**config.mk**
```make
export PLATFORM = sky130hd
export DESIGN_NAME = ssle_link_tx
export DESIGN_NICKNAME = d
export VERILOG_FILES = /design/src/rtl/ssle_pkg.sv /design/src/rtl/ssle_enc_if.sv /design/src/rtl/ssle_coder.sv /design/src/rtl/ssle_link_tx.sv
export VERILOG_INCLUDE_DIRS = /design/src /design/src/rtl
export SDC_FILE = /design/constraint.sdc
export NUM_CORES = 1
export LEC_CHECK = 0
export BUFFER_PORTS_ARGS = -buffer_cell sky130_fd_sc_hd__buf_2
export CAP_MARGIN = 10
export CORE_ASPECT_RATIO = 1.4
export CORE_MARGIN = 1
export CORE_UTILIZATION = 30
export CTS_CLUSTER_DIAMETER = 100
export CTS_CLUSTER_SIZE = 20
export DETAILED_ROUTE_END_ITERATION = 6
export SLEW_MARGIN = 40
export SYNTH_ARGS = -nofsm -noshare
export SYNTH_HDL_FRONTEND = slang
export SYNTH_HIERARCHICAL = 1
export SYNTH_SLANG_ARGS = --single-unit
```
**constraint.sdc**
```tcl
create_clock -name MCLK -period 12.9 [get_ports MCLK]
set_input_delay 1.935 -clock MCLK [delete_from_list [all_inputs] [get_ports MCLK]]
set_output_delay 1.935 -clock MCLK [all_outputs]
set_load 0.005 [all_outputs]
```
**src/rtl/ssle_defs.svh**
```systemverilog
// Constants for the serial sample link encoder
`ifndef SSLE_DEFS_SVH
`define SSLE_DEFS_SVH

// ***********************************
// Frame timing, one line bit per clock
// ***********************************
`define SSLE_FRAME_LAST 5'd19
`define SSLE_GROUP_LAST 5'd9
`define SSLE_SYNC_MIN 2'd2

// ***********************************
// Octet values of control and idle groups
// ***********************************
`define SSLE_K28_5 8'hbc
`define SSLE_K28_7 8'hfc
`define SSLE_D16_2 8'h50
`define SSLE_D5_6 8'hc5
`define SSLE_K28_CODE6 6'h0f
`define SSLE_X_K28 5'd28
`define SSLE_X_D7 5'd7
`define SSLE_Y_D3 3'd3
`define SSLE_Y_ALT 3'd7

// ***********************************
// Encoded comma groups, both polarities
// ***********************************
`define SSLE_CG_K28_5_NEG 10'h0fa
`define SSLE_CG_K28_5_POS 10'h305
`define SSLE_CG_K28_7_NEG 10'h0f8
`define SSLE_CG_K28_7_POS 10'h307

// ***********************************
// Scrambler taps, 1 + x^14 + x^15
// ***********************************
`define SSLE_SCR_TAP_A 13
`define SSLE_SCR_TAP_B 14

// ***********************************
// Register map and fields
// ***********************************
`define SSLE_ADDR_CTRL 4'h0
`define SSLE_ADDR_STATUS 4'h4
`define SSLE_CTRL_RESET 4'h0
`define SSLE_CTRL_FAM 0
`define SSLE_CTRL_IDLE 1
`define SSLE_CTRL_WHITEN 2
`define SSLE_CTRL_FLIP 3

`endif

```
**src/rtl/ssle_pkg.sv**
```systemverilog
// Types shared by the serial sample link encoder
package ssle_pkg;
    typedef enum logic [1:0] {
        SSLE_ST_PREAMBLE = 2'b00,
        SSLE_ST_DATA = 2'b01
    } ssle_state_t;
endpackage

```
**src/rtl/ssle_enc_if.sv**
```systemverilog
// Octet to code-group connection between link logic and coder
`timescale 1ns/1ps
interface ssle_enc_if;
    logic [7:0] octet;
    logic is_k;
    logic rd_in;
    logic [9:0] code;
    logic rd_out;
    modport coder (input octet, input is_k, input rd_in, output code, output rd_out);
    modport user (output octet, output is_k, output rd_in, input code, input rd_out);
endinterface

```
**src/rtl/ssle_coder.sv**
```systemverilog
// Combinational 8B/10B coder with running disparity
`timescale 1ns/1ps
`include "ssle_defs.svh"
module ssle_coder (
    // Octet in, code-group out
    ssle_enc_if.coder enc
);
    // ***********************************
    // Tables, negative-disparity column
    // ***********************************
    function automatic logic [5:0] code6(input logic [4:0] x);
        logic [5:0] c;
        c = 6'h00;
        case (x)
            5'd0: c = 6'h27;
            5'd1: c = 6'h1d;
            5'd2: c = 6'h2d;
            5'd3: c = 6'h31;
            5'd4: c = 6'h35;
            5'd5: c = 6'h29;
            5'd6: c = 6'h19;
            5'd7: c = 6'h38;
            5'd8: c = 6'h39;
            5'd9: c = 6'h25;
            5'd10: c = 6'h15;
            5'd11: c = 6'h34;
            5'd12: c = 6'h0d;
            5'd13: c = 6'h2c;
            5'd14: c = 6'h1c;
            5'd15: c = 6'h17;
            5'd16: c = 6'h1b;
            5'd17: c = 6'h23;
            5'd18: c = 6'h13;
            5'd19: c = 6'h32;
            5'd20: c = 6'h0b;
            5'd21: c = 6'h2a;
            5'd22: c = 6'h1a;
            5'd23: c = 6'h3a;
            5'd24: c = 6'h33;
            5'd25: c = 6'h26;
            5'd26: c = 6'h16;
            5'd27: c = 6'h36;
            5'd28: c = 6'h0e;
            5'd29: c = 6'h2e;
            5'd30: c = 6'h1e;
            default: c = 6'h2b;
        endcase
        return c;
    endfunction

    function automatic logic [3:0] code4(input logic [2:0] y, input logic alt);
        logic [3:0] c;
        c = 4'h0;
        case (y)
            3'd0: c = 4'hb;
            3'd1: c = 4'h9;
            3'd2: c = 4'h5;
            3'd3: c = 4'hc;
            3'd4: c = 4'hd;
            3'd5: c = 4'ha;
            3'd6: c = 4'h6;
            default: c = alt ? 4'h7 : 4'he;
        endcase
        return c;
    endfunction

    // Disparity after one sub-block: more ones positive, more zeros negative
    function automatic logic rd_after(input logic rd, input logic [5:0] bits, input int half);
        int ones;
        ones = $countones(bits);
        if (ones > half)
            return 1'b1;
        else if (ones < half)
            return 1'b0;
        return rd;
    endfunction

    logic [4:0] x;
    logic [2:0] y;
    logic [5:0] c6;
    logic [3:0] c4;
    logic rd6;
    logic alt;

    // ***********************************
    // Sub-block selection
    // ***********************************
    always_comb
    begin
        x = enc.octet[4:0];
        y = enc.octet[7:5];
        c6 = (enc.is_k && x == `SSLE_X_K28) ? `SSLE_K28_CODE6 : code6(x);
        // Positive disparity takes the complement of unbalanced groups
        if (enc.rd_in && ($countones(c6) != 3 || x == `SSLE_X_D7))
            c6 = ~c6;
        rd6 = rd_after(enc.rd_in, c6, 3);
        alt = enc.is_k || (!rd6 && (x == 5'd17 || x == 5'd18 || x == 5'd20)) ||
              (rd6 && (x == 5'd11 || x == 5'd13 || x == 5'd14));
        c4 = code4(y, alt);
        if (rd6 && ($countones(c4) != 2 || y == `SSLE_Y_D3))
            c4 = ~c4;
        // Control groups key balanced trailers to the entry disparity, not the six-bit result
        else if (enc.is_k && enc.rd_in && $countones(c4) == 2 && y != `SSLE_Y_D3)
            c4 = ~c4;
        enc.code = {c6, c4};
        enc.rd_out = rd_after(rd6, {2'b00, c4}, 2);
    end
endmodule

```
**src/rtl/ssle_link_tx.sv**
```systemverilog
// Serial sample link transmitter: framing, sync, scrambling, alignment marks
// Notes on behaviour
// - Each sample goes out as two code-groups.
// - Every octet passes the 8B/10B coder.
// - Data groups cover all 256 octet values.
// - Coder also makes the twelve K groups.
// - Optional self-synchronising scrambler, 1+x14+x15.
// - Alignment mark swaps a last group of D28.7 for K28.7.
// - Marks only after initial synchronisation.
// - Idle mode preamble: K28.5 then D16.2/D5.6.
// - Normal sync preamble is repeated K28.5.
// - Preamble runs to frame end, data on boundary.
// - Disparity judged over six then four bits.
// - Ones-heavy positive, zeros-heavy negative, equal keeps.
// - Group polarity picked by running disparity.
// - Scrambling happens before the coder.
// - Mark enable high turns substitution on.
// - Top-bit flip inverts the sample MSB.
//
// Added by the designer: the address map and the address-and-strobe port.
`timescale 1ns/1ps
`include "ssle_defs.svh"
module ssle_link_tx (
    // Clock and reset
    input wire logic MCLK,
    input wire logic RSTN,
    // Sample stream
    input wire logic [15:0] SAMPLE_IN,
    output logic SAMPLE_TAKE,
    // Link
    input wire logic SYNC_N,
    output logic SERIAL_LINE_OUT,
    // Register port
    input wire logic [3:0] REG_ADDR,
    input wire logic [7:0] REG_WDATA,
    input wire logic REG_WR,
    input wire logic REG_RD,
    output logic [7:0] REG_RDATA
);
    // ***********************************
    // Helpers
    // ***********************************
    // Serial self-synchronising scrambler, MSB first; returns {state, data}
    function automatic logic [30:0] whiten(input logic [14:0] st, input logic [15:0] d);
        logic [14:0] s;
        logic [15:0] o;
        logic b;
        s = st;
        o = 16'h0000;
        for (int i = 15; i >= 0; i--)
        begin
            b = d[i] ^ s[`SSLE_SCR_TAP_A] ^ s[`SSLE_SCR_TAP_B];
            o[i] = b;
            s = {s[13:0], b};
        end
        return {s, o};
    endfunction

    // ***********************************
    // State
    // ***********************************
    ssle_pkg::ssle_state_t state_reg, state_next;
    logic [4:0] cnt_reg, cnt_next;
    logic [9:0] shift_reg, shift_next;
    logic rd_reg, rd_next;
    logic synced_reg, synced_next;
    logic [7:0] low_hold_reg, low_hold_next;
    logic [14:0] scr_reg, scr_next;
    logic [1:0] low_cnt_reg, low_cnt_next;
    logic [3:0] ctrl_reg, ctrl_next;
    logic [7:0] rdata_reg, rdata_next;
    logic sync_meta_reg, sync_sync_reg;
    logic load0, load1, sync_req, fam_sub;
    logic [15:0] flipped;
    logic [30:0] scr_out;
    logic [15:0] proc_word;
    ssle_enc_if enc_bus ();

    ssle_coder u_coder (
        .enc(enc_bus)
    );

    assign load0 = (cnt_reg == `SSLE_FRAME_LAST);
    assign load1 = (cnt_reg == `SSLE_GROUP_LAST);
    assign sync_req = (low_cnt_reg >= `SSLE_SYNC_MIN);
    assign SAMPLE_TAKE = load0;
    assign SERIAL_LINE_OUT = shift_reg[9];
    assign REG_RDATA = rdata_reg;

    // ***********************************
    // Next-state logic
    // ***********************************
    always_comb
    begin
        state_next = state_reg;
        cnt_next = load0 ? 5'd0 : cnt_reg + 5'd1;
        shift_next = {shift_reg[8:0], 1'b0};
        rd_next = rd_reg;
        synced_next = synced_reg;
        low_hold_next = low_hold_reg;
        scr_next = scr_reg;
        low_cnt_next = low_cnt_reg;
        ctrl_next = ctrl_reg;
        fam_sub = 1'b0;
        flipped = SAMPLE_IN ^ {ctrl_reg[`SSLE_CTRL_FLIP], 15'h0000};
        scr_out = whiten(scr_reg, flipped);
        proc_word = ctrl_reg[`SSLE_CTRL_WHITEN] ? scr_out[15:0] : flipped;
        enc_bus.octet = `SSLE_K28_5;
        enc_bus.is_k = 1'b1;
        enc_bus.rd_in = rd_reg;
        if (load0)
        begin
            // Request level sampled once per sample period
            if (sync_sync_reg)
                low_cnt_next = 2'd0;
            else if (!sync_req)
                low_cnt_next = low_cnt_reg + 2'd1;
            // Mode change only here, so a withdrawn request finishes its frame
            case (state_reg)
                ssle_pkg::SSLE_ST_PREAMBLE:
                    if (!sync_req)
                    begin
                        state_next = ssle_pkg::SSLE_ST_DATA;
                        synced_next = 1'b1;
                    end
                ssle_pkg::SSLE_ST_DATA:
                    if (sync_req)
                        state_next = ssle_pkg::SSLE_ST_PREAMBLE;
                default:
                    state_next = ssle_pkg::SSLE_ST_PREAMBLE;
            endcase
            if (state_next == ssle_pkg::SSLE_ST_DATA)
            begin
                enc_bus.octet = proc_word[15:8];
                enc_bus.is_k = 1'b0;
                low_hold_next = proc_word[7:0];
                if (ctrl_reg[`SSLE_CTRL_WHITEN])
                    scr_next = scr_out[30:16];
            end
            shift_next = enc_bus.code;
            rd_next = enc_bus.rd_out;
        end
        else if (load1)
        begin
            if (state_reg == ssle_pkg::SSLE_ST_PREAMBLE)
            begin
                if (ctrl_reg[`SSLE_CTRL_IDLE])
                begin
                    enc_bus.octet = rd_reg ? `SSLE_D16_2 : `SSLE_D5_6;
                    enc_bus.is_k = 1'b0;
                end
            end
            else
            begin
                // Receiver puts the marked octet back, so only that value is swapped
                fam_sub = ctrl_reg[`SSLE_CTRL_FAM] && synced_reg && low_hold_reg == `SSLE_K28_7;
                enc_bus.octet = low_hold_reg;
                enc_bus.is_k = fam_sub;
            end
            shift_next = enc_bus.code;
            rd_next = enc_bus.rd_out;
        end
        if (REG_WR && REG_ADDR == `SSLE_ADDR_CTRL)
            ctrl_next = REG_WDATA[3:0];
        if (REG_RD && REG_ADDR == `SSLE_ADDR_CTRL)
            rdata_next = {4'h0, ctrl_reg};
        else if (REG_RD && REG_ADDR == `SSLE_ADDR_STATUS)
            rdata_next = {4'h0, rd_reg, synced_reg, state_reg == ssle_pkg::SSLE_ST_PREAMBLE, sync_req};
        else
            rdata_next = 8'h00;
    end

    // ***********************************
    // Registers
    // ***********************************
    always_ff @(posedge MCLK)
    begin
        sync_meta_reg <= SYNC_N;
        sync_sync_reg <= sync_meta_reg;
        if (!RSTN)
        begin
            state_reg <= ssle_pkg::SSLE_ST_PREAMBLE;
            cnt_reg <= `SSLE_FRAME_LAST;
            shift_reg <= 10'h000;
            rd_reg <= 1'b0;
            synced_reg <= 1'b0;
            low_hold_reg <= 8'h00;
            scr_reg <= 15'h0000;
            low_cnt_reg <= 2'd0;
            ctrl_reg <= `SSLE_CTRL_RESET;
            rdata_reg <= 8'h00;
        end
        else
        begin
            state_reg <= state_next;
            cnt_reg <= cnt_next;
            shift_reg <= shift_next;
            rd_reg <= rd_next;
            synced_reg <= synced_next;
            low_hold_reg <= low_hold_next;
            scr_reg <= scr_next;
            low_cnt_reg <= low_cnt_next;
            ctrl_reg <= ctrl_next;
            rdata_reg <= rdata_next;
        end
    end
endmodule

```
==> flow_metrics.env <==
export IMPL_internal_power_component_w=0.000627
export IMPL_firstDrtPassIters=4
export IMPL_post_synth_top_area_fraction=0.287
export IMPL_p_clk_frac=0.138
export IMPL_critical_path_slowest_cell="mux4_2"
export IMPL_run_status="finished clean"
export IMPL_pin_count_of_the_biggest_net_entering_global_routing=30
export IMPL_htree_num_levels=2
export IMPL_power_per_cell_area_nw_per_um2=266
export IMPL_slew_limit_headroom=0.591
export IMPL_layout_filler_cells=1318
export IMPL_worstPathArrival_ns=12.02
export IMPL_endpoint_kind="flip-flop"
export IMPL_clock_pin_slew_on_the_worst_setup_and_hold_paths_ns=0.07
export IMPL_timing_final_ws_setup_ns=1.06
export IMPL_sequential_cell_area_um2=1080
export IMPL_placement_io_buffers=34
export IMPL_cp_required_ns=13.08
export IMPL_slew_worst_pin_ns=0.607
export IMPL_postSynth_topFlopCell="dfxtp_1"
export IMPL_hold_viol=0
export IMPL_final_layout_size_suffix_gt1_frac=0.141
export IMPL_leakage_nw=1.75
export IMPL_largest_register_ff_count=15
export IMPL_detailedRoute_firstIterationViolations=80
export IMPL_power_frac_seq=0.196
export IMPL_timing_max_transition_violations_final=0
export IMPL_fraction_of_power_consumed_by_combinational_cells=0.666
export IMPL_via_per_inst=4.84
export IMPL_total_power_w=0.00113
export IMPL_antenna_violations_before_repair=0
export IMPL_i_o_pins=43
export IMPL_cts_hold_buf=0
export IMPL_synth_enable_flop_cells=0
export IMPL_post_synthesis_register_bit_count=54
export IMPL_cpMostUsedCell="ha_1"
export IMPL_fin_worst_skew_ns=0.00962
export IMPL_cp_max_fo=9
export IMPL_gr_util_all_layers=0.127
export IMPL_crit_path_start_kind="input port"
export IMPL_yosysSeqAreaShare=0.287
export IMPL_fmaxAchievable_ghz=0.0844
export IMPL_final_setup_viol_count=0
export IMPL_detailed_route_wire_length_um=7990
export IMPL_dp_hpwl_um=6400
export IMPL_multi_input_gate_area_in_the_final_layout_um2=2480
export IMPL_route_vias_total=2993
export IMPL_criticalPathCategory="in -> reg"
export IMPL_cts_resized_gates=0
export IMPL_area_growth_syn_to_layout_pct=12.7
export IMPL_min_path_type="reg -> reg"
export IMPL_synth_lib_cells_used_distinct=65
export IMPL_drv_max_cap_violation_count=0
export IMPL_drc_violations_left=0
export IMPL_grt_first_pass_wirelength_um=13600
export IMPL_fp_row_count=48
export IMPL_post_route_period_util=0.918
export IMPL_fp_dieArea_um2=13000
export IMPL_antenna_left=0
export IMPL_gp_routability_congestion=0.821
export IMPL_netlist_top_cells_area="dfxtp_1, xnor2_1, ha_1"
export IMPL_layout_min_cycle_time_ns=11.84
export IMPL_chip_height_um=135
export IMPL_tritoncts_num_buffers=5
export IMPL_ctsLongestPathBuffers=2
export IMPL_starting_density_of_the_core=0.307
export IMPL_switching_share=0.445
export IMPL_dieWidth_um=96.6
export IMPL_yosysTopAreaCell="dfxtp_1"
export IMPL_postCtsSetupBuffers=0
export IMPL_antenna_cells=0
export IMPL_postSynth_asyncResetShare=0
export IMPL_final_nets=528
export IMPL_dp_worst_setup_slack_ns=0.728
export IMPL_p_switching_w=0.000502
export IMPL_post_place_cells=611
export IMPL_clkLatencyLatePin_ns=0.30
export IMPL_clock_tree_sinks=54
export IMPL_core_area_um2=12300
export IMPL_syn_inst=440
export IMPL_gr_overflow_total=0
export IMPL_power_ir_vdd_worst_mv=0.151
export IMPL_synth_warnings=6
export IMPL_syn_cell_area_um2=3760
export IMPL_fin_cells=619
export IMPL_avgSynthCellArea_um2=8.55
export IMPL_clockRootBuffer="clkbuf_16"
export IMPL_clock_tree_from_tritoncts="built"
export IMPL_critPathMaxStageDelay_ns=0.59
export IMPL_timing_setup_tns_ns=0
export IMPL_wire_per_inst_um=12.9
export IMPL_first_global_vias=2978
export IMPL_grt_setup_unrepaired="no"
power groups by stage:
stage	Combinational, W	Clock, W	Sequential (W)
2_1_floorplan	0.000609	0	0.000216
3_3_place_gp	0.000722	0	0.000225
3_5_place_dp	0.000756	0	0.000225
4_1_cts	0.000765	0.000160	0.000222
5_1_grt	0.000868	0.000166	0.000226
6_report	0.000752	0.000155	0.000221
critical path, delay by kind of cell:
kind / cells / cell delay [ns]
multiplexers: 3 / 1.08
adder cells (fa/ha/maj): 15 / 5.01
XOR/XNOR: 3 / 0.51
buffers and inverters: 10 / 1.09
AND/OR/NAND/NOR: 5 / 0.57
AO/OA/AOI/OAI: 7 / 1.82
area by class of cell:
type / instances / share of cell area
Tap cell: 150 / 0.0443
Sequential cell: 54 / 0.255
Inverter: 22 / 0.0198
Clock buffer: 5 / 0.0295
Timing Repair Buffer: 43 / 0.0555
Clock inverter: 3 / 0.0115
Multi-Input combinational cell: 342 / 0.585
path summary, 6_finish.rpt:
kind / start / end / slack, ns / cells after the start
hold reg to reg: sync_meta_reg$_DFF_P_ / sync_sync_reg$_DFF_P_ / 0.33 / 0
hold / removal: sync_meta_reg$_DFF_P_ / sync_sync_reg$_DFF_P_ / 0.33 / 0
setup / recovery: SAMPLE_IN[9] / enc_bus.rd_in$_SDFFE_PN0P_ / 1.06 / 43
setup reg to reg: cnt_reg[0]$_SDFF_PN1_ / enc_bus.rd_in$_SDFFE_PN0P_ / 1.52 / 45
Yosys cell counts, types with 3 or more instances:
cell type	n
inv_1	20
a21oi_1	23
mux2i_1	20
a31oi_1	5
fa_1	6
dfxtp_1	54
o21ai_0	18
nand2_1	52
xor2_2	3
xnor2_1	31
a211oi_1	9
a22oi_1	5
nand3b_1	5
a21o_1	3
clkbuf_1	10
and3_1	4
buf_4	7
nand2b_1	3
nor2_1	42
nand3_1	9
xor2_1	24
nor2b_1	7
buf_2	6
and2_1	3
ha_1	21
nor3_1	4
layout by cell type, fill, tap and decap left out, drive strengths merged, types with 19 or more instances in the layout:
master  count
nor2       42
inv        22
o21ai      19
ha         21
nand2      52
buf        43
a21oi      24
mux2i      21
xnor2      31
dfxtp      54
xor2       27
stage by stage:
step | cell area (um2) | hold slack (ns) | util
after global routing | 4240 | 0.352 | 0.346
final | 4240 | 0.330 | 0.346
after CTS | 4240 | 0.333 | 0.346
after floorplan | 3770 | 0.310 | -
after detailed placement | 4070 | 0.314 | 0.332
after global placement | 4060 | 0.320 | 0.331
cell families after synthesis:
logic type | Yosys count | synth area share
other cells | 1 | 0.000997
simple gates | 143 | 0.179
flops | 54 | 0.287
buf+inv | 47 | 0.0582
mux | 24 | 0.0718
xor+xnor | 60 | 0.153
fa+ha+maj | 27 | 0.102
compound gates | 84 | 0.148
per-layer routing:
metal,routed length [um],GRT usage
met3,198,0.0259
met2,4270,0.239
met4,243,0.0580
met1,3280,0.136
met5,0,0
No activity file was read; power rests on OpenSTA's default activity.
